<file path="src/sleep_irq_pkg.sv">
package sleep_irq_pkg;

  // register byte offsets on the bus
  localparam logic [3:0] OFF_CONTROL = 4'h0;
  localparam logic [3:0] OFF_MASK = 4'h4;
  localparam logic [3:0] OFF_STATE = 4'h8;

  // reset values and writable control bits
  localparam logic [7:0] CONTROL_RESET = 8'h00;
  localparam logic [1:0] MASK_RESET = 2'h0;
  localparam logic [7:0] CONTROL_WRITABLE = 8'h3f;

  // sense field encodings
  localparam logic [1:0] SENSE_LOW = 2'h0;
  localparam logic [1:0] SENSE_RSVD = 2'h1;
  localparam logic [1:0] SENSE_FALL = 2'h2;
  localparam logic [1:0] SENSE_RISE = 2'h3;

  // bus responses
  localparam logic [1:0] RESP_OKAY = 2'h0;
  localparam logic [1:0] RESP_SLVERR = 2'h2;

  // wake reset delay, least time so rounded up
  localparam int CLK_PERIOD_NS = 10;
  localparam int WAKE_RESET_DELAY_NS = 16000;
  localparam int WAKE_RESET_DELAY_CYCLES =
    (WAKE_RESET_DELAY_NS + CLK_PERIOD_NS - 1) / CLK_PERIOD_NS;

  typedef enum logic [1:0] {
    ST_RUN = 2'b00,
    ST_IDLE = 2'b01,
    ST_PDOWN = 2'b10
  } sleep_state_type;

  // control register layout, msb first
  typedef struct packed {
    logic [1:0] reserved;
    logic sleep_arm;
    logic sleep_depth_select;
    logic pin_b_sense_hi;
    logic pin_b_sense_lo;
    logic pin_a_sense_hi;
    logic pin_a_sense_lo;
  } control_type;

  // state register layout, msb first
  typedef struct packed {
    logic pin_b_level;
    logic pin_a_level;
    logic sleep_ignored;
    logic [1:0] request;
    logic [1:0] state;
  } state_view_type;

endpackage

</file>
<file path="src/sleep_and_ext_irq_control.sv">
`timescale 1ns/1ps
`default_nettype none
module sleep_and_ext_irq_control #(
  parameter int ADDR_W = 4,
  parameter int WAKE_DELAY_CYCLES = sleep_irq_pkg::WAKE_RESET_DELAY_CYCLES
) (
  input wire logic CLK,
  input wire logic RST,
  // axi4-lite slave
  input wire logic [ADDR_W-1:0] S_AXI_AWADDR,
  input wire logic S_AXI_AWVALID,
  output logic S_AXI_AWREADY,
  input wire logic [31:0] S_AXI_WDATA,
  input wire logic [3:0] S_AXI_WSTRB,
  input wire logic S_AXI_WVALID,
  output logic S_AXI_WREADY,
  output logic [1:0] S_AXI_BRESP,
  output logic S_AXI_BVALID,
  input wire logic S_AXI_BREADY,
  input wire logic [ADDR_W-1:0] S_AXI_ARADDR,
  input wire logic S_AXI_ARVALID,
  output logic S_AXI_ARREADY,
  output logic [31:0] S_AXI_RDATA,
  output logic [1:0] S_AXI_RRESP,
  output logic S_AXI_RVALID,
  input wire logic S_AXI_RREADY,
  // processor core side
  input wire logic SLEEP_EXEC,
  input wire logic GLOBAL_IRQ_EN,
  input wire logic [1:0] IRQ_ACK,
  input wire logic WAKE_INTERNAL,
  input wire logic WDT_RESET,
  output logic [1:0] IRQ_REQ,
  output logic CPU_HALT,
  output logic OSC_STOP,
  output logic WAKE_PULSE,
  output logic CORE_RESET,
  // pins
  input wire logic EXT_IRQ_PIN_A,
  input wire logic EXT_IRQ_PIN_B,
  input wire logic EXT_RESET_N
);
  import sleep_irq_pkg::*;

  localparam int CNT_W = $clog2(WAKE_DELAY_CYCLES + 1);

  // refused at elaboration: the decode needs four offset bits
  if (ADDR_W < 4) begin : g_addr_check
    $error("ADDR_W must be at least 4");
  end
  if (WAKE_DELAY_CYCLES < 1) begin : g_delay_check
    $error("WAKE_DELAY_CYCLES must be at least 1");
  end

  control_type control_reg;
  logic [1:0] mask_reg;
  sleep_state_type state_reg;
  logic sleep_ignored_reg;
  logic [2:0] sync1_reg;
  logic [2:0] sync2_reg;
  logic [1:0] prev_reg;
  logic [1:0] edge_flag_reg;
  logic [1:0] level_req;
  logic [1:0] cond;
  logic [1:0] sense [2];
  logic [1:0] pin_level;
  logic ext_reset_active;
  logic [CNT_W-1:0] wake_cnt_reg;
  logic pdown_level_wake;
  logic reset_wake;
  logic idle_wake;
  logic wake_pulse_reg;
  logic core_reset_reg;

  // axi bookkeeping
  logic aw_held_reg;
  logic w_held_reg;
  logic [ADDR_W-1:0] awaddr_reg;
  logic [31:0] wdata_reg;
  logic [3:0] wstrb_reg;
  logic bvalid_reg;
  logic [1:0] bresp_reg;
  logic rvalid_reg;
  logic [31:0] rdata_reg;
  logic [1:0] rresp_reg;
  logic do_write;
  logic [3:0] wr_off;
  logic [3:0] rd_off;
  logic [31:0] rd_next;
  logic rd_ok;
  state_view_type state_view;

  // pins pass two flops; pad level is used whatever the pin direction
  always_ff @(posedge CLK) begin
    if (RST) begin
      sync1_reg <= 3'h7;
      sync2_reg <= 3'h7;
    end else begin
      sync1_reg <= {EXT_RESET_N, EXT_IRQ_PIN_B, EXT_IRQ_PIN_A};
      sync2_reg <= sync1_reg;
    end
  end

  assign pin_level = sync2_reg[1:0];
  assign ext_reset_active = ~sync2_reg[2];
  assign sense[0] = {control_reg.pin_a_sense_hi, control_reg.pin_a_sense_lo};
  assign sense[1] = {control_reg.pin_b_sense_hi, control_reg.pin_b_sense_lo};

  // previous sample for edge detection
  always_ff @(posedge CLK) begin
    if (RST) begin
      prev_reg <= 2'h3;
    end else begin
      prev_reg <= pin_level;
    end
  end

  // per pin sense decode and edge flag
  for (genvar p = 0; p < 2; p++) begin : g_pin
    always_comb begin
      level_req[p] = 1'b0;
      cond[p] = 1'b0;
      unique case (sense[p])
        SENSE_LOW: level_req[p] = ~pin_level[p];
        SENSE_RSVD: cond[p] = 1'b0;
        SENSE_FALL: cond[p] = prev_reg[p] & ~pin_level[p];
        SENSE_RISE: cond[p] = ~prev_reg[p] & pin_level[p];
      endcase
    end

    // set wins over the core's acknowledge
    always_ff @(posedge CLK) begin
      if (RST) begin
        edge_flag_reg[p] <= 1'b0;
      end else if (cond[p]) begin
        edge_flag_reg[p] <= 1'b1;
      end else if (IRQ_ACK[p]) begin
        edge_flag_reg[p] <= 1'b0;
      end
    end
  end

  // requests to the core are gated by the global flag and the mask
  assign IRQ_REQ = (edge_flag_reg | level_req) & mask_reg & {2{GLOBAL_IRQ_EN}};

  // power-down wake needs a masked low level held past the reset delay
  assign pdown_level_wake = |(level_req & mask_reg) & GLOBAL_IRQ_EN;

  always_ff @(posedge CLK) begin
    if (RST) begin
      wake_cnt_reg <= '0;
    end else if (state_reg != ST_PDOWN || !pdown_level_wake) begin
      wake_cnt_reg <= '0;
    end else if (wake_cnt_reg != CNT_W'(WAKE_DELAY_CYCLES)) begin
      wake_cnt_reg <= wake_cnt_reg + 1'b1;
    end
  end

  assign reset_wake = WDT_RESET | ext_reset_active;
  assign idle_wake = (|IRQ_REQ) | WAKE_INTERNAL;

  // sleep state machine; only the cpu clock and oscillator are affected
  always_ff @(posedge CLK) begin
    if (RST) begin
      state_reg <= ST_RUN;
    end else begin
      unique case (state_reg)
        ST_RUN: begin
          if (SLEEP_EXEC && control_reg.sleep_arm) begin
            state_reg <= control_reg.sleep_depth_select ? ST_PDOWN : ST_IDLE;
          end
        end
        ST_IDLE: begin
          if (reset_wake || idle_wake) begin
            state_reg <= ST_RUN;
          end
        end
        ST_PDOWN: begin
          // edge requests deliberately ignored here
          // the level must still stand when the count completes
          if (reset_wake
            || pdown_level_wake && wake_cnt_reg == CNT_W'(WAKE_DELAY_CYCLES)) begin
            state_reg <= ST_RUN;
          end
        end
        default: state_reg <= ST_RUN;
      endcase
    end
  end

  // unarmed sleep is a no-op; remember it for software
  always_ff @(posedge CLK) begin
    if (RST) begin
      sleep_ignored_reg <= 1'b0;
    end else if (state_reg == ST_RUN && SLEEP_EXEC) begin
      sleep_ignored_reg <= ~control_reg.sleep_arm;
    end
  end

  // one pulse on the cycle the cpu clock returns
  always_ff @(posedge CLK) begin
    if (RST) begin
      wake_pulse_reg <= 1'b0;
      core_reset_reg <= 1'b0;
    end else begin
      wake_pulse_reg <= state_reg != ST_RUN && (reset_wake || idle_wake
        && state_reg == ST_IDLE || pdown_level_wake
        && wake_cnt_reg == CNT_W'(WAKE_DELAY_CYCLES));
      core_reset_reg <= reset_wake;
    end
  end

  assign CPU_HALT = state_reg != ST_RUN;
  assign OSC_STOP = state_reg == ST_PDOWN;
  assign WAKE_PULSE = wake_pulse_reg;
  assign CORE_RESET = core_reset_reg;

  // write channel: address and data taken in either order
  always_ff @(posedge CLK) begin
    if (RST) begin
      aw_held_reg <= 1'b0;
      awaddr_reg <= '0;
    end else if (S_AXI_AWVALID && S_AXI_AWREADY) begin
      aw_held_reg <= 1'b1;
      awaddr_reg <= S_AXI_AWADDR;
    end else if (do_write) begin
      aw_held_reg <= 1'b0;
    end
  end

  always_ff @(posedge CLK) begin
    if (RST) begin
      w_held_reg <= 1'b0;
      wdata_reg <= 32'h0;
      wstrb_reg <= 4'h0;
    end else if (S_AXI_WVALID && S_AXI_WREADY) begin
      w_held_reg <= 1'b1;
      wdata_reg <= S_AXI_WDATA;
      wstrb_reg <= S_AXI_WSTRB;
    end else if (do_write) begin
      w_held_reg <= 1'b0;
    end
  end

  assign S_AXI_AWREADY = ~aw_held_reg & ~bvalid_reg;
  assign S_AXI_WREADY = ~w_held_reg & ~bvalid_reg;
  assign do_write = aw_held_reg & w_held_reg & ~bvalid_reg;
  assign wr_off = awaddr_reg[3:0];

  // registers change only by bus writes, so sleep leaves them intact
  always_ff @(posedge CLK) begin
    if (RST) begin
      control_reg <= CONTROL_RESET;
      mask_reg <= MASK_RESET;
    end else if (do_write && wstrb_reg[0] && (awaddr_reg >> 4) == '0) begin
      if (wr_off == OFF_CONTROL) begin
        control_reg <= wdata_reg[7:0] & CONTROL_WRITABLE;
      end
      if (wr_off == OFF_MASK) begin
        mask_reg <= wdata_reg[1:0];
      end
    end
  end

  // write response
  always_ff @(posedge CLK) begin
    if (RST) begin
      bvalid_reg <= 1'b0;
      bresp_reg <= RESP_OKAY;
    end else if (do_write) begin
      bvalid_reg <= 1'b1;
      bresp_reg <= (wr_off == OFF_CONTROL || wr_off == OFF_MASK
        || wr_off == OFF_STATE) && (awaddr_reg >> 4) == '0
        ? RESP_OKAY : RESP_SLVERR;
    end else if (S_AXI_BREADY) begin
      bvalid_reg <= 1'b0;
    end
  end

  assign S_AXI_BVALID = bvalid_reg;
  assign S_AXI_BRESP = bresp_reg;

  // read decode; unmapped reads answer zero with an error
  assign state_view = '{pin_b_level: pin_level[1], pin_a_level: pin_level[0],
    sleep_ignored: sleep_ignored_reg, request: IRQ_REQ, state: state_reg};
  assign rd_off = S_AXI_ARADDR[3:0];

  always_comb begin
    rd_next = 32'h0;
    rd_ok = (S_AXI_ARADDR >> 4) == '0; // upper offset bits must be clear
    if (rd_off == OFF_CONTROL) begin
      rd_next = {24'h0, 2'h0, control_reg[5:0]};
    end else if (rd_off == OFF_MASK) begin
      rd_next = {30'h0, mask_reg};
    end else if (rd_off == OFF_STATE) begin
      rd_next = {25'h0, state_view};
    end else begin
      rd_ok = 1'b0;
    end
    if (!rd_ok) begin
      rd_next = 32'h0;
    end
  end

  // one read at a time; data registered
  always_ff @(posedge CLK) begin
    if (RST) begin
      rvalid_reg <= 1'b0;
      rdata_reg <= 32'h0;
      rresp_reg <= RESP_OKAY;
    end else if (S_AXI_ARVALID && S_AXI_ARREADY) begin
      rvalid_reg <= 1'b1;
      rdata_reg <= rd_next;
      rresp_reg <= rd_ok ? RESP_OKAY : RESP_SLVERR;
    end else if (S_AXI_RREADY) begin
      rvalid_reg <= 1'b0;
    end
  end

  assign S_AXI_ARREADY = ~rvalid_reg;
  assign S_AXI_RVALID = rvalid_reg;
  assign S_AXI_RDATA = rdata_reg;
  assign S_AXI_RRESP = rresp_reg;

endmodule // sleep_and_ext_irq_control
`default_nettype wire

</file>
<file path="config.mk">
export PLATFORM = sky130hd
export DESIGN_NAME = sleep_and_ext_irq_control
export DESIGN_NICKNAME = d
export VERILOG_FILES = /design/src/sleep_irq_pkg.sv /design/src/sleep_and_ext_irq_control.sv
export SDC_FILE = /design/constraint.sdc
export NUM_CORES = 1
export LEC_CHECK = 0
export ABC_AREA = 1
export BUFFER_PORTS_ARGS = -buffer_cell sky130_fd_sc_hd__clkbuf_2
export CAP_MARGIN = 30
export CORE_ASPECT_RATIO = 0.5
export CORE_MARGIN = 5
export CORE_UTILIZATION = 30
export CTS_CLUSTER_DIAMETER = 150
export DETAILED_ROUTE_END_ITERATION = 10
export GPL_ROUTABILITY_DRIVEN = 1
export REMOVE_ABC_BUFFERS = 1
export SETUP_SLACK_MARGIN = 0.5
export SLEW_MARGIN = 40
export SYNTH_ARGS = -nofsm -noshare
export SYNTH_HDL_FRONTEND = slang
export SYNTH_SLANG_ARGS = --single-unit
</file>
<file path="constraint.sdc">
create_clock -name CLK -period 1.3 [get_ports CLK]
set_input_delay 0.26 -clock CLK [delete_from_list [all_inputs] [get_ports CLK]]
set_output_delay 0.26 -clock CLK [all_outputs]
set_load 0.005 [all_outputs]
</file>
# ---- Word level (Yosys, flattened, before mapping)
# Index checks and enable logic that the tools add are counted.
dict set report totals {
  output_inout_bits 47
  ram_bits 0
  latch_bits 0
  memories 0
  inputBits 60
  wordCells 133
  regBits 85
  romBits 0
}
dict set report op_classes {
  reduce_logical 35
  bitwise_logic 25
  shifts 0
  div 0
  order_cmp 0
  multipliers 0
  muxes 29
  n_eq_ne 16
  n_addsub 1
}
# operator count
set ops {}
lappend ops {{2-to-1 mux 32 bit} 1}
lappend ops {{2-to-1 mux 7 bit} 3}
lappend ops {{2-to-1 mux 1 bit} 16}
lappend ops {{nonzero test 2 bit} 7}
lappend ops {{2-to-1 mux 2 bit} 6}
lappend ops {{adder 11 x 1 -> 11 bit, second input constant} 1}
lappend ops {{equality test 11 bit, second input constant} 1}
lappend ops {{inequality test 11 bit, second input constant} 1}
lappend ops {{equality test 2 bit, second input constant} 5}
lappend ops {{NOT 1 bit} 10}
lappend ops {{bitwise AND 1 bit} 9}
lappend ops {{logical AND 1 bit} 9}
lappend ops {{equality test 4 x 3 -> 1 bit, second input constant} 2}
lappend ops {{equality test 4 bit, second input constant} 2}
lappend ops {{zero test 4 bit} 2}
lappend ops {{logical OR 1 bit} 7}
lappend ops {{bitwise AND 2 bit} 3}
lappend ops {{zero test 2 bit} 3}
lappend ops {{inequality test 2 bit, second input constant} 3}
lappend ops {{case mux 2 bit (3 select lines)} 1}
lappend ops {{OR reduction 2 bit} 3}
lappend ops {{case mux 1 bit (2 select lines)} 2}
lappend ops {{AND reduction 2 bit} 2}
lappend ops {{AND reduction 3 bit} 1}
lappend ops {{other kinds (5)} 6}

# ---- Logic depth before layout (Yosys ltp)
# Gate-level depths: netlist of run 1.
dict set report logic_depth {
  word_depth 11
  depth_mapped 10
  depth_no_buf 10
}

# ---- Worst setup path before layout of run 1
# Ideal clock, no wire load.
dict set report synth_timing {
  path_kind {register to register}
  from {register wake_cnt_reg[0]}
  to {register state_reg[1]}
  path_buffers 0
  setup_slack_ps 9
  required_ps 1187
  arrival_ps 1178
  path_stages_with_launch 10
  setup_time_ps 113
  period_less_slack_ps 1291
  cell_sequence {dfxtp_1 -> inv_1 -> ha_1 -> nand4_2 -> nor2_4 -> nand2_2 -> nand3_2 -> nand3_2 -> o21ai_1 -> inv_1}
}
dict set report synth_between {
  elab_chain_len 5
}
# item line_no
set synth_rtl {}
lappend synth_rtl {{from (decl)} sleep_and_ext_irq_control.sv:68} ;# logic [CNT_W-1:0] wake_cnt_reg;
lappend synth_rtl {{from (signal assigned)} sleep_and_ext_irq_control.sv:155} ;# wake_cnt_reg <= wake_cnt_reg + 1'b1;
lappend synth_rtl {{equality test 11 bit} sleep_and_ext_irq_control.sv:182} ;# || pdown_level_wake && wake_cnt_reg == CNT_W'(WAKE_DELAY_CYCLES)) begin
lappend synth_rtl {{logical AND 1 bit} sleep_and_ext_irq_control.sv:182}
lappend synth_rtl {{logical OR 1 bit} sleep_and_ext_irq_control.sv:182}
lappend synth_rtl {{inequality test 2 x 1 -> 1 bit (no source line)} -}
lappend synth_rtl {{AND reduction 3 bit (no source line)} -}
lappend synth_rtl {{to (signal assigned)} sleep_and_ext_irq_control.sv:170} ;# state_reg <= control_reg.sleep_depth_select ? ST_PDOWN : ST_IDLE;
lappend synth_rtl {{to (decl)} sleep_and_ext_irq_control.sv:57} ;# sleep_state_type state_reg;
# Every way passes these cells.
# A chain may end at the register's enable or synchronous reset.

# ---- Worst setup path after layout of run 1
dict set report layout_timing {
  from {register sync2_reg[0]}
  to {output port IRQ_REQ[0]}
}
dict set report layout_between {
  elab_chain_len 5
}
# item line_no
set layout_rtl {}
lappend layout_rtl {{from (decl)} sleep_and_ext_irq_control.sv:60} ;# logic [2:0] sync2_reg;
lappend layout_rtl {{from (signal assigned)} sleep_and_ext_irq_control.sv:100} ;# sync2_reg <= sync1_reg;
lappend layout_rtl {{NOT 1 bit} sleep_and_ext_irq_control.sv:124} ;# SENSE_LOW: level_req[p] = ~pin_level[p];
lappend layout_rtl {{2-to-1 mux 1 bit} sleep_and_ext_irq_control.sv:123} ;# unique case (sense[p])
lappend layout_rtl {{bitwise OR 2 bit} sleep_and_ext_irq_control.sv:144} ;# assign IRQ_REQ = (edge_flag_reg | level_req) & mask_reg & {2{GLOBAL_IRQ_EN}};
lappend layout_rtl {{bitwise AND 2 bit (2 in a row)} sleep_and_ext_irq_control.sv:144}
lappend layout_rtl {{to (decl)} sleep_and_ext_irq_control.sv:33} ;# output logic [1:0] IRQ_REQ,
# Every way passes these cells.

==> flow_summary.json, run 1 <==
{
  "seq_area_um2": 1210,
  "pin_count": 107,
  "cts_tree": "built",
  "grt_pass1_vias": 2433,
  "viasPerCell": 4.44,
  "min_from": "EXT_IRQ_PIN_B",
  "r2r_end": "state_reg[1]",
  "portBuffers": 50,
  "violations": "setup timing",
  "antenna_found_initial": 0,
  "synth_cells": 353,
  "ant_nets": 0,
  "cp_data_arrival_time_ns": 1.08,
  "multiInputGateArea_um2": 1690,
  "rows": 24,
  "grt-ovfl-total": 0,
  "cellLeakagePower_uw": 0.00182,
  "cts.sink_count": 58,
  "period_share_pct": 103,
  "drv_slew": 0,
  "met2_length_um": 3840,
  "path_class": "flop to output pin",
  "async_flop_share_pct": 0,
  "ys_warn_count": 0,
  "cts_hold_buf": 0,
  "pre_cts_slack_ns": -0.0546,
  "wl_um": 7350,
  "ys.flop_type": "dfxtp_1",
  "yosysMostFrequentCell": "dfxtp_1",
  "worstPathMaxFanout": 2,
  "ys_ff_latch": 58,
  "post-place-cells": 535,
  "cp_data_required_time_ns": 1.04,
  "die-area_um2": 10900,
  "fin_nets": 521,
  "synth_cell_type_count": 30,
  "min_to": "sync1_reg[1]",
  "whs_path_depth": 2,
  "status": "complete, but fails checks",
  "yosysTopAreaCellShare_pct": 44.1,
  "initial_core_util_pct": 30.6,
  "clk_latency_ns": 0.33,
  "wl_per_cell_um": 12.7,
  "largest_reg_flops": 11,
  "die_w_um": 143,
  "grt_usage_pct": 12.8,
  "area_growth_pct": 65.1,
  "clk_pin_slew_ns": 0.05,
  "cts_buffer_depth": 2,
  "end_kind": "output pin",
  "diodes": 0,
  "dr_wl_met3_um": 394,
  "drive_gt1_share_pct": 58.7,
  "rsz0062_at_grt": "yes",
  "grt_pass1_wl_um": 11300,
  "hold_path_class": "input pin to flop",
  "cts_max_level": 3,
  "maxUsedRoutingLayer": "met4",
  "drt-pass1-iter-count": 5,
  "cts_root_buf": "clkbuf_16",
  "synth_area_leaders": "dfxtp_1 44%, buf_4 7.7%, nand2_1 6.7%",
  "final-hold-violation-count": 0,
  "synth_top_cell_by_area": "dfxtp_1",
  "fill_cells": 752,
  "synth_edf_count": 0,
  "yosysSeqAreaShare_pct": 44.1,
  "fmaxAchievable_mhz": 748,
  "wl_met1_um": 3010,
  "finalSetupViolCount": 3,
  "die_h_um": 76.3,
  "synthTopCellsByCount": "58 x dfxtp_1, 47 x nand2_1, 41 x inv_1",
  "drt_iter0_drc": 76,
  "avgSynthCellArea_um2": 7.46,
  "final_cells": 580,
  "whs_ns": 0.120,
  "coreArea_um2": 8620,
  "r2r_start": "control_reg[2]",
  "start_kind": "flop",
  "finClkSkew_ns": 0.00656,
  "reg2reg_slack_ns": 0.01,
  "vias": 2573,
  "dp_hpwl_um": 4600,
  "ir_drop_mv": 0.520,
  "r2r_cells": 9,
  "drv_cap": 0,
  "setup_ws_ns": -0.0371,
  "power_density_nw_per_um2": 1290,
  "drc": 0,
  "synth_area_um2": 2630,
  "grt_max_degree": 31,
  "cts_buffers": 9,
  "period_minus_slack_ns": 1.34,
  "gp_congestion": 0.766
}
## placed cells by master (no fill, tap or decap), types with 5 or more instances in the layout
cell,netlist,final
a21oi_1,32,14
a21oi_2,0,18
buf_4,27,29
buf_6,0,26
clkbuf_16,0,9
clkbuf_2,0,43
conb_1,1,27
dfxtp_1,58,34
dfxtp_2,0,18
dfxtp_4,0,6
inv_1,41,27
inv_2,10,19
nand2_1,47,34
nand2_2,1,10
nand3_1,12,7
nand3_4,0,5
nor2_1,37,23
nor2_4,1,19
o21ai_1,13,10
o21ai_2,1,26
or2_2,6,6
## worst max-delay path, cell delays in order, from the launching register on
cell and delay (ns):
dfxtp_2 0.33, nor2_4 0.10, nand2_1 0.06, nand2_1 0.07, nand2_2 0.06, inv_2 0.05, buf_6 0.08
## cell type report
| type | count | share of cell area, % |
|---|---|---|
| Timing Repair Buffer | 101 | 17.6 |
| Timing Repair inverter | 1 | 0.173 |
| Tap cell | 117 | 3.37 |
| Clock buffer | 13 | 5.98 |
| Inverter | 51 | 4.92 |
| Sequential cell | 58 | 27.7 |
| Clock inverter | 2 | 1.38 |
| Multi-Input combinational cell | 237 | 38.9 |
## cells by family (layout without fill, tap and decap cells)
| group | count (synthesis) | after routing | share of synthesized area [%] |
|---|---|---|---|
| AO/OA/AOI/OAI | 81 | 81 | 16.1 |
| XOR/XNOR | 2 | 2 | 0.665 |
| adder cells (fa/ha/maj) | 2 | 2 | 0.950 |
| buffers and inverters | 85 | 168 | 16.1 |
| flip-flops | 58 | 58 | 44.1 |
| other | 1 | 27 | 0.142 |
| AND/OR/NAND/NOR | 124 | 125 | 22.0 |
## worst max-delay path by stage
| stage | startpoint | endpoint | slack (ns) | depth (start not counted) |
|---|---|---|---|---|
| final | sync2_reg[0] | IRQ_REQ[0] | -0.04 | 6 |
| after global routing | control_reg[2] | IRQ_REQ[1] | -0.11 | 6 |
| after CTS | sync2_reg[0] | IRQ_REQ[0] | -0.09 | 6 |
| after detailed placement | wake_cnt_reg[1] | wake_cnt_reg[10] | -0.05 | 8 |
| after global placement | wake_cnt_reg[1] | wake_cnt_reg[10] | -0.02 | 8 |
| after floorplan | wake_cnt_reg[0] | state_reg[1] | 0.009 | 9 |
## timing repair
item	CTS	global route
buffers inserted	17	10
cloned	2	1
resized for setup	139	91
pin swaps	44	48
endpoints found under the setup margin	69	69
## per-layer routing
metal,GRT usage [%],vias to the layer above
met5,0,-
met4,4.55,0
met3,4.14,13
met1,14.5,1182
li1,-,1311
met2,22.5,67
## power breakdown
group	switching, uW	internal [uW]
Clock	770	1770
Sequential	105	1890
Combinational	549	512
Total	1420	4180
## per-stage QoR
stage	cell area, um2	utilization, %	setup TNS (ns)	power (uW)
after floorplan	2500	-	0	2310
after global placement	3080	35.7	-0.0251	2550
after detailed placement	3080	35.7	-0.125	2550
after CTS	3930	45.6	-0.207	5410
after global routing	4350	50.5	-0.779	5840
final	4350	50.5	-0.0922	5600
Note: power is estimated with default switching activity, not from simulation.
==> run 2: changes to the inputs <==
--- a/config.mk
+++ b/config.mk
@@ -20,3 +20,4 @@
 export SYNTH_ARGS = -nofsm -noshare
 export SYNTH_HDL_FRONTEND = slang
 export SYNTH_SLANG_ARGS = --single-unit
+export TNS_END_PERCENT = 5
==> run 2 against run 1 <==
Compared with the run above: the run still ends with setup timing left; flip-flop and latch count unchanged; cell area down 10%; clock skew down 0.00075 ns; die area unchanged; final cell count down 3.6%; first-iteration DRC count down 26%; clock power about the same; worst hold slack better by 0.0018 ns; fmax down 0.27%; via count down 6.7%; power down 6.5%; critical path type unchanged.
==> flow_summary.json, run 2 (same netlist as run 1, synthesis figures left out) <==
{
  "final_cell_mix": "42 x clkbuf_2, 38 x nand2_1, 36 x dfxtp_1, 30 x inv_1, 30 x nor2_1",
  "grt_usage_pct": 11.7,
  "start_kind": "flop",
  "finalSetupViolCount": 2,
  "period_minus_slack_ns": 1.34,
  "cp_data_required_time_ns": 1.04,
  "antenna_found_initial": 0,
  "wl_per_cell_um": 11.4,
  "swShare_pct": 24.2,
  "critPathMaxStageDelay_ns": 0.33,
  "cts_hold_buf": 0,
  "path_buf_inv": 2,
  "cp_top_family": "flip-flops",
  "drt-pass1-iter-count": 6,
  "drv_cap": 0,
  "drive_gt1_share_pct": 49.3,
  "fmaxAchievable_mhz": 746,
  "pre_cts_slack_ns": -0.0546,
  "cts.sink_count": 58,
  "hold_path_class": "input pin to flop",
  "cts_root_buf": "clkbuf_16",
  "diodes": 0,
  "ir_drop_mv": 0.509,
  "largest_reg_flops": 11,
  "crit_chain": "nor2_4 > nand2_1 > nand2_1 > nand2_2 > inv_2 > buf_6",
  "final-hold-violation-count": 0,
  "die_h_um": 76.3,
  "clk_pin_slew_ns": 0.05,
  "cts_buffers": 9,
  "finClkSkew_ns": 0.00581,
  "end_kind": "output pin",
  "grt_pass1_vias": 2182,
  "grt-ovfl-total": 0,
  "period_share_pct": 103,
  "grt_max_degree": 31,
  "worstPathMaxFanout": 2,
  "gp_congestion": 0.766,
  "die-area_um2": 10900,
  "crit_top_cell": "nand2_1",
  "drt_iter0_drc": 56,
  "cellLeakagePower_uw": 0.00167,
  "comb_power_share_pct": 13.9,
  "fin_nets": 500,
  "portBuffers": 50,
  "cts_max_level": 3,
  "cts_tree": "built",
  "setup_ws_ns": -0.0406,
  "initial_core_util_pct": 30.6,
  "cts_buffer_depth": 2,
  "total_power_uw": 5240,
  "coreArea_um2": 8620,
  "die_w_um": 143,
  "vias": 2400,
  "clk_latency_ns": 0.32,
  "area_growth_pct": 47.9,
  "cpMaxStageDelayCell": "dfxtp_2",
  "rsz0062_at_grt": "yes",
  "drc": 0,
  "clock_power_share_pct": 48.5,
  "cp_data_arrival_time_ns": 1.08,
  "power.switching_uw": 1270,
  "power_density_nw_per_um2": 1340,
  "violations": "setup timing",
  "layout_commonest_cell": "clkbuf_2",
  "rows": 24,
  "ant_nets": 0,
  "status": "complete, but fails checks",
  "dp_hpwl_um": 4600,
  "whs_ns": 0.121,
  "drv_slew": 0,
  "viasPerCell": 4.29,
  "pin_count": 107,
  "seq_power_share_pct": 37.6,
  "grt_pass1_wl_um": 10200,
  "wl_um": 6350,
  "p_int_uw": 3970,
  "path_class": "flop to output pin"
}
-- run 2: changes by cell type in the layout (fill, tap and decap cells not counted), moves of 7 or more --
cell,change
nor2_4,-12
buf_6,-10
buf_4,-9
o21ai_2,-9
nor2_1,+7
o21ai_1,+7
-- run 2: layout make-up --
type                    instances  area, um2
inverters                      51        204
well taps                     117        146
multi-input cells             236       1440
clock buffers                  13        260
repair buffers                 82        594
fillers                       843       4720
clock inverters                 2       60.1
flip-flops and latches         58       1190
-- run 2: power groups by stage --
stage	sequential [uW]	combinational (uW)	clock (uW)
finish	1970	727	2540
global route	1980	817	2670
detailed placement	1970	583	0
CTS	1960	648	2580
floorplan	1970	347	0
global placement	1970	577	0
-- run 2: what timing repair did --
item	4_1_cts	5_1_grt
setup buffers	6	2
pin swaps	47	42
endpoints found under the setup margin	69	69
cloned	0	1
gates resized for setup	101	58
-- run 2: stage by stage --
step                      std cells  setup TNS [ns]  cell area (um2)  utilization (%)
after global placement          535         -0.0251             3080             35.7
final                           559         -0.0741             3900             45.2
after CTS                       556          -0.162             3690             42.8
after global routing            559          -0.685             3900             45.2
after floorplan                 345               0             2500                -
after detailed placement        535          -0.125             3080             35.7
-- run 2: worst paths after layout --
kind | start | to | slack [ns] | depth (start not counted)
setup / recovery | sync2_reg[0] | IRQ_REQ[0] | -0.04 | 6
hold / removal | EXT_IRQ_PIN_B | sync1_reg[1] | 0.12 | 2
setup reg to reg | wake_cnt_reg[1] | state_reg[1] | 0.02 | 9
hold reg to reg | sync1_reg[2] | sync2_reg[2] | 0.40 | 1
-- run 2: per-layer routing --
layer  vias to the layer above  global-route usage [%]  share of wire, %
li1                       1260                       -                 -
met1                      1085                    14.0                45
met2                        47                    19.5                48
met3                         8                    4.20               5.3
met4                         0                    3.51               1.2
met5                         -                       0                 0
==> run 3: changes to the inputs <==
--- a/config.mk
+++ b/config.mk
@@ -8,7 +8,7 @@
 export ABC_AREA = 1
 export BUFFER_PORTS_ARGS = -buffer_cell sky130_fd_sc_hd__clkbuf_2
 export CAP_MARGIN = 30
-export CORE_ASPECT_RATIO = 0.5
+export CORE_ASPECT_RATIO = 1.5
 export CORE_MARGIN = 5
 export CORE_UTILIZATION = 30
 export CTS_CLUSTER_DIAMETER = 150
==> run 3 against run 2 <==
Compared with the run above: the run still ends with setup timing left; fmax is 3.3% lower; final cell count is 0.89% lower; clock skew is 0.0017 ns higher; worst setup slack worse by 0.046 ns; cell area is 1.0% lower; largest power group unchanged.
==> flow_summary.json, run 3 (same netlist as run 1, synthesis figures left out) <==
{
  "status": "complete, but fails checks",
  "drv_cap": 0,
  "wl_um": 6660,
  "grt-ovfl-total": 0,
  "vias": 2442,
  "drt_iter0_drc": 131,
  "clk_latency_ns": 0.33,
  "diodes": 0,
  "power_density_nw_per_um2": 1320,
  "violations": "setup timing",
  "portBuffers": 50,
  "gp_congestion": 0.818,
  "fill_cells": 893,
  "fin_nets": 501,
  "total_power_uw": 5100,
  "drt-pass1-iter-count": 4,
  "rows": 42,
  "finalSetupViolCount": 4,
  "final-hold-violation-count": 0,
  "drv_slew": 0,
  "viasPerCell": 4.41,
  "cellLeakagePower_uw": 0.00168,
  "die_w_um": 86.5,
  "cts_root_buf": "clkbuf_16",
  "path_class": "flop to output pin",
  "min_from": "EXT_IRQ_PIN_A",
  "end_kind": "output pin",
  "cp_data_arrival_time_ns": 1.13,
  "grt_max_degree": 18,
  "layout_commonest_cell": "clkbuf_2",
  "drive_gt1_share_pct": 46.8,
  "pin_count": 107,
  "r2r_start": "control_reg[0]",
  "fin_util_pct": 44.2,
  "cts_tree": "built",
  "cts_max_level": 3,
  "coreArea_um2": 8720,
  "ant_nets": 0,
  "drc": 0,
  "dp_hpwl_um": 4690,
  "reg2reg_slack_ns": -0.05,
  "critPathLaunch": "control_reg[0]",
  "rsz0062_at_grt": "yes",
  "die-area_um2": 10800,
  "initial_core_util_pct": 30.2,
  "area_growth_pct": 46.4,
  "cts_buffer_depth": 2,
  "period_share_pct": 107,
  "fin_area_um2": 3860,
  "die_h_um": 125,
  "grt_usage_pct": 12.1,
  "antenna_found_initial": 0,
  "fmaxAchievable_mhz": 721,
  "period_minus_slack_ns": 1.39,
  "start_kind": "flop",
  "place_area_um2": 3070,
  "final_cell_mix": "42 x clkbuf_2, 38 x nand2_1, 36 x dfxtp_1, 32 x inv_1, 32 x nor2_1",
  "cts_buffers": 9,
  "wl_per_cell_um": 12.0,
  "cts.sink_count": 58,
  "final.setup.tns_ns": -0.214,
  "cts_hold_buf": 0,
  "hold_path_class": "input pin to flop",
  "cp_data_required_time_ns": 1.04,
  "largest_reg_flops": 11,
  "finClkSkew_ns": 0.00750,
  "ir_drop_mv": 0.876,
  "grt_pass1_vias": 2335,
  "clk_pin_slew_ns": 0.05,
  "worstPathMaxFanout": 4,
  "setup_ws_ns": -0.0864,
  "grt_pass1_wl_um": 10200
}
-- run 3: cell count changes in the layout (fill, tap and decap cells not counted), moves of 3 or more --
cell | before | now
o21ai_2 | 17 | 13
buf_4 | 20 | 23
a21oi_1 | 19 | 23
o21ai_1 | 17 | 14
o21ai_0 | 4 | 10
nor2_4 | 7 | 10
a21oi_2 | 13 | 9
nor2_2 | 8 | 3
-- run 3: through the flow --
step	std cells	hold slack, ns	setup slack, ns
after floorplan	345	0.329	0.00931
after global placement	530	0.394	-0.0149
after detailed placement	530	0.394	-0.0423
after CTS	552	0.104	-0.0954
after global routing	554	0.112	-0.154
final	554	0.114	-0.0864
-- run 3: final cells by class --
cell class,instances,area (um2),share of cell area [%]
Multi-Input combinational cell,236,1440,37.4
Sequential cell,58,1200,31.0
Clock buffer,14,264,6.85
Inverter,51,201,5.22
Clock inverter,2,35.0,0.909
Tap cell,110,138,3.57
Timing Repair Buffer,83,579,15.0
-- run 3: metal layers --
metal  vias up  share of wire [%]  track usage (%)
met1      1100                 39             13.3
met3        12                7.0             3.57
met4         0                2.0             6.33
li1       1257                  -                -
met5         -                  0                0
met2        73                 52             20.3
-- run 3: critical path, stage by stage (launching register included) --
cell,delay (ns)
dfxtp_4,0.36
nor2_4,0.09
nand2_1,0.05
nand2_1,0.07
nand2_2,0.08
inv_2,0.06
buf_6,0.08
-- run 3: path summary, 6_finish.rpt --
check,endpoint,depth (start not counted)
min reg2reg,sync2_reg[0],1
max reg2reg,state_reg[1],9
min,sync1_reg[0],2
max,IRQ_REQ[0],6
-- run 3: power by group --
part | total, uW | switching, uW | internal (uW)
logic | 760 | 434 | 327
registers | 1980 | 80.3 | 1900
clock network | 2360 | 774 | 1580
-- run 3: timing repair --
item,4_1_cts,5_1_grt
setup buffers,6,2
pin swaps,42,32
setup endpoints to repair,69,69
gates resized for setup,85,60
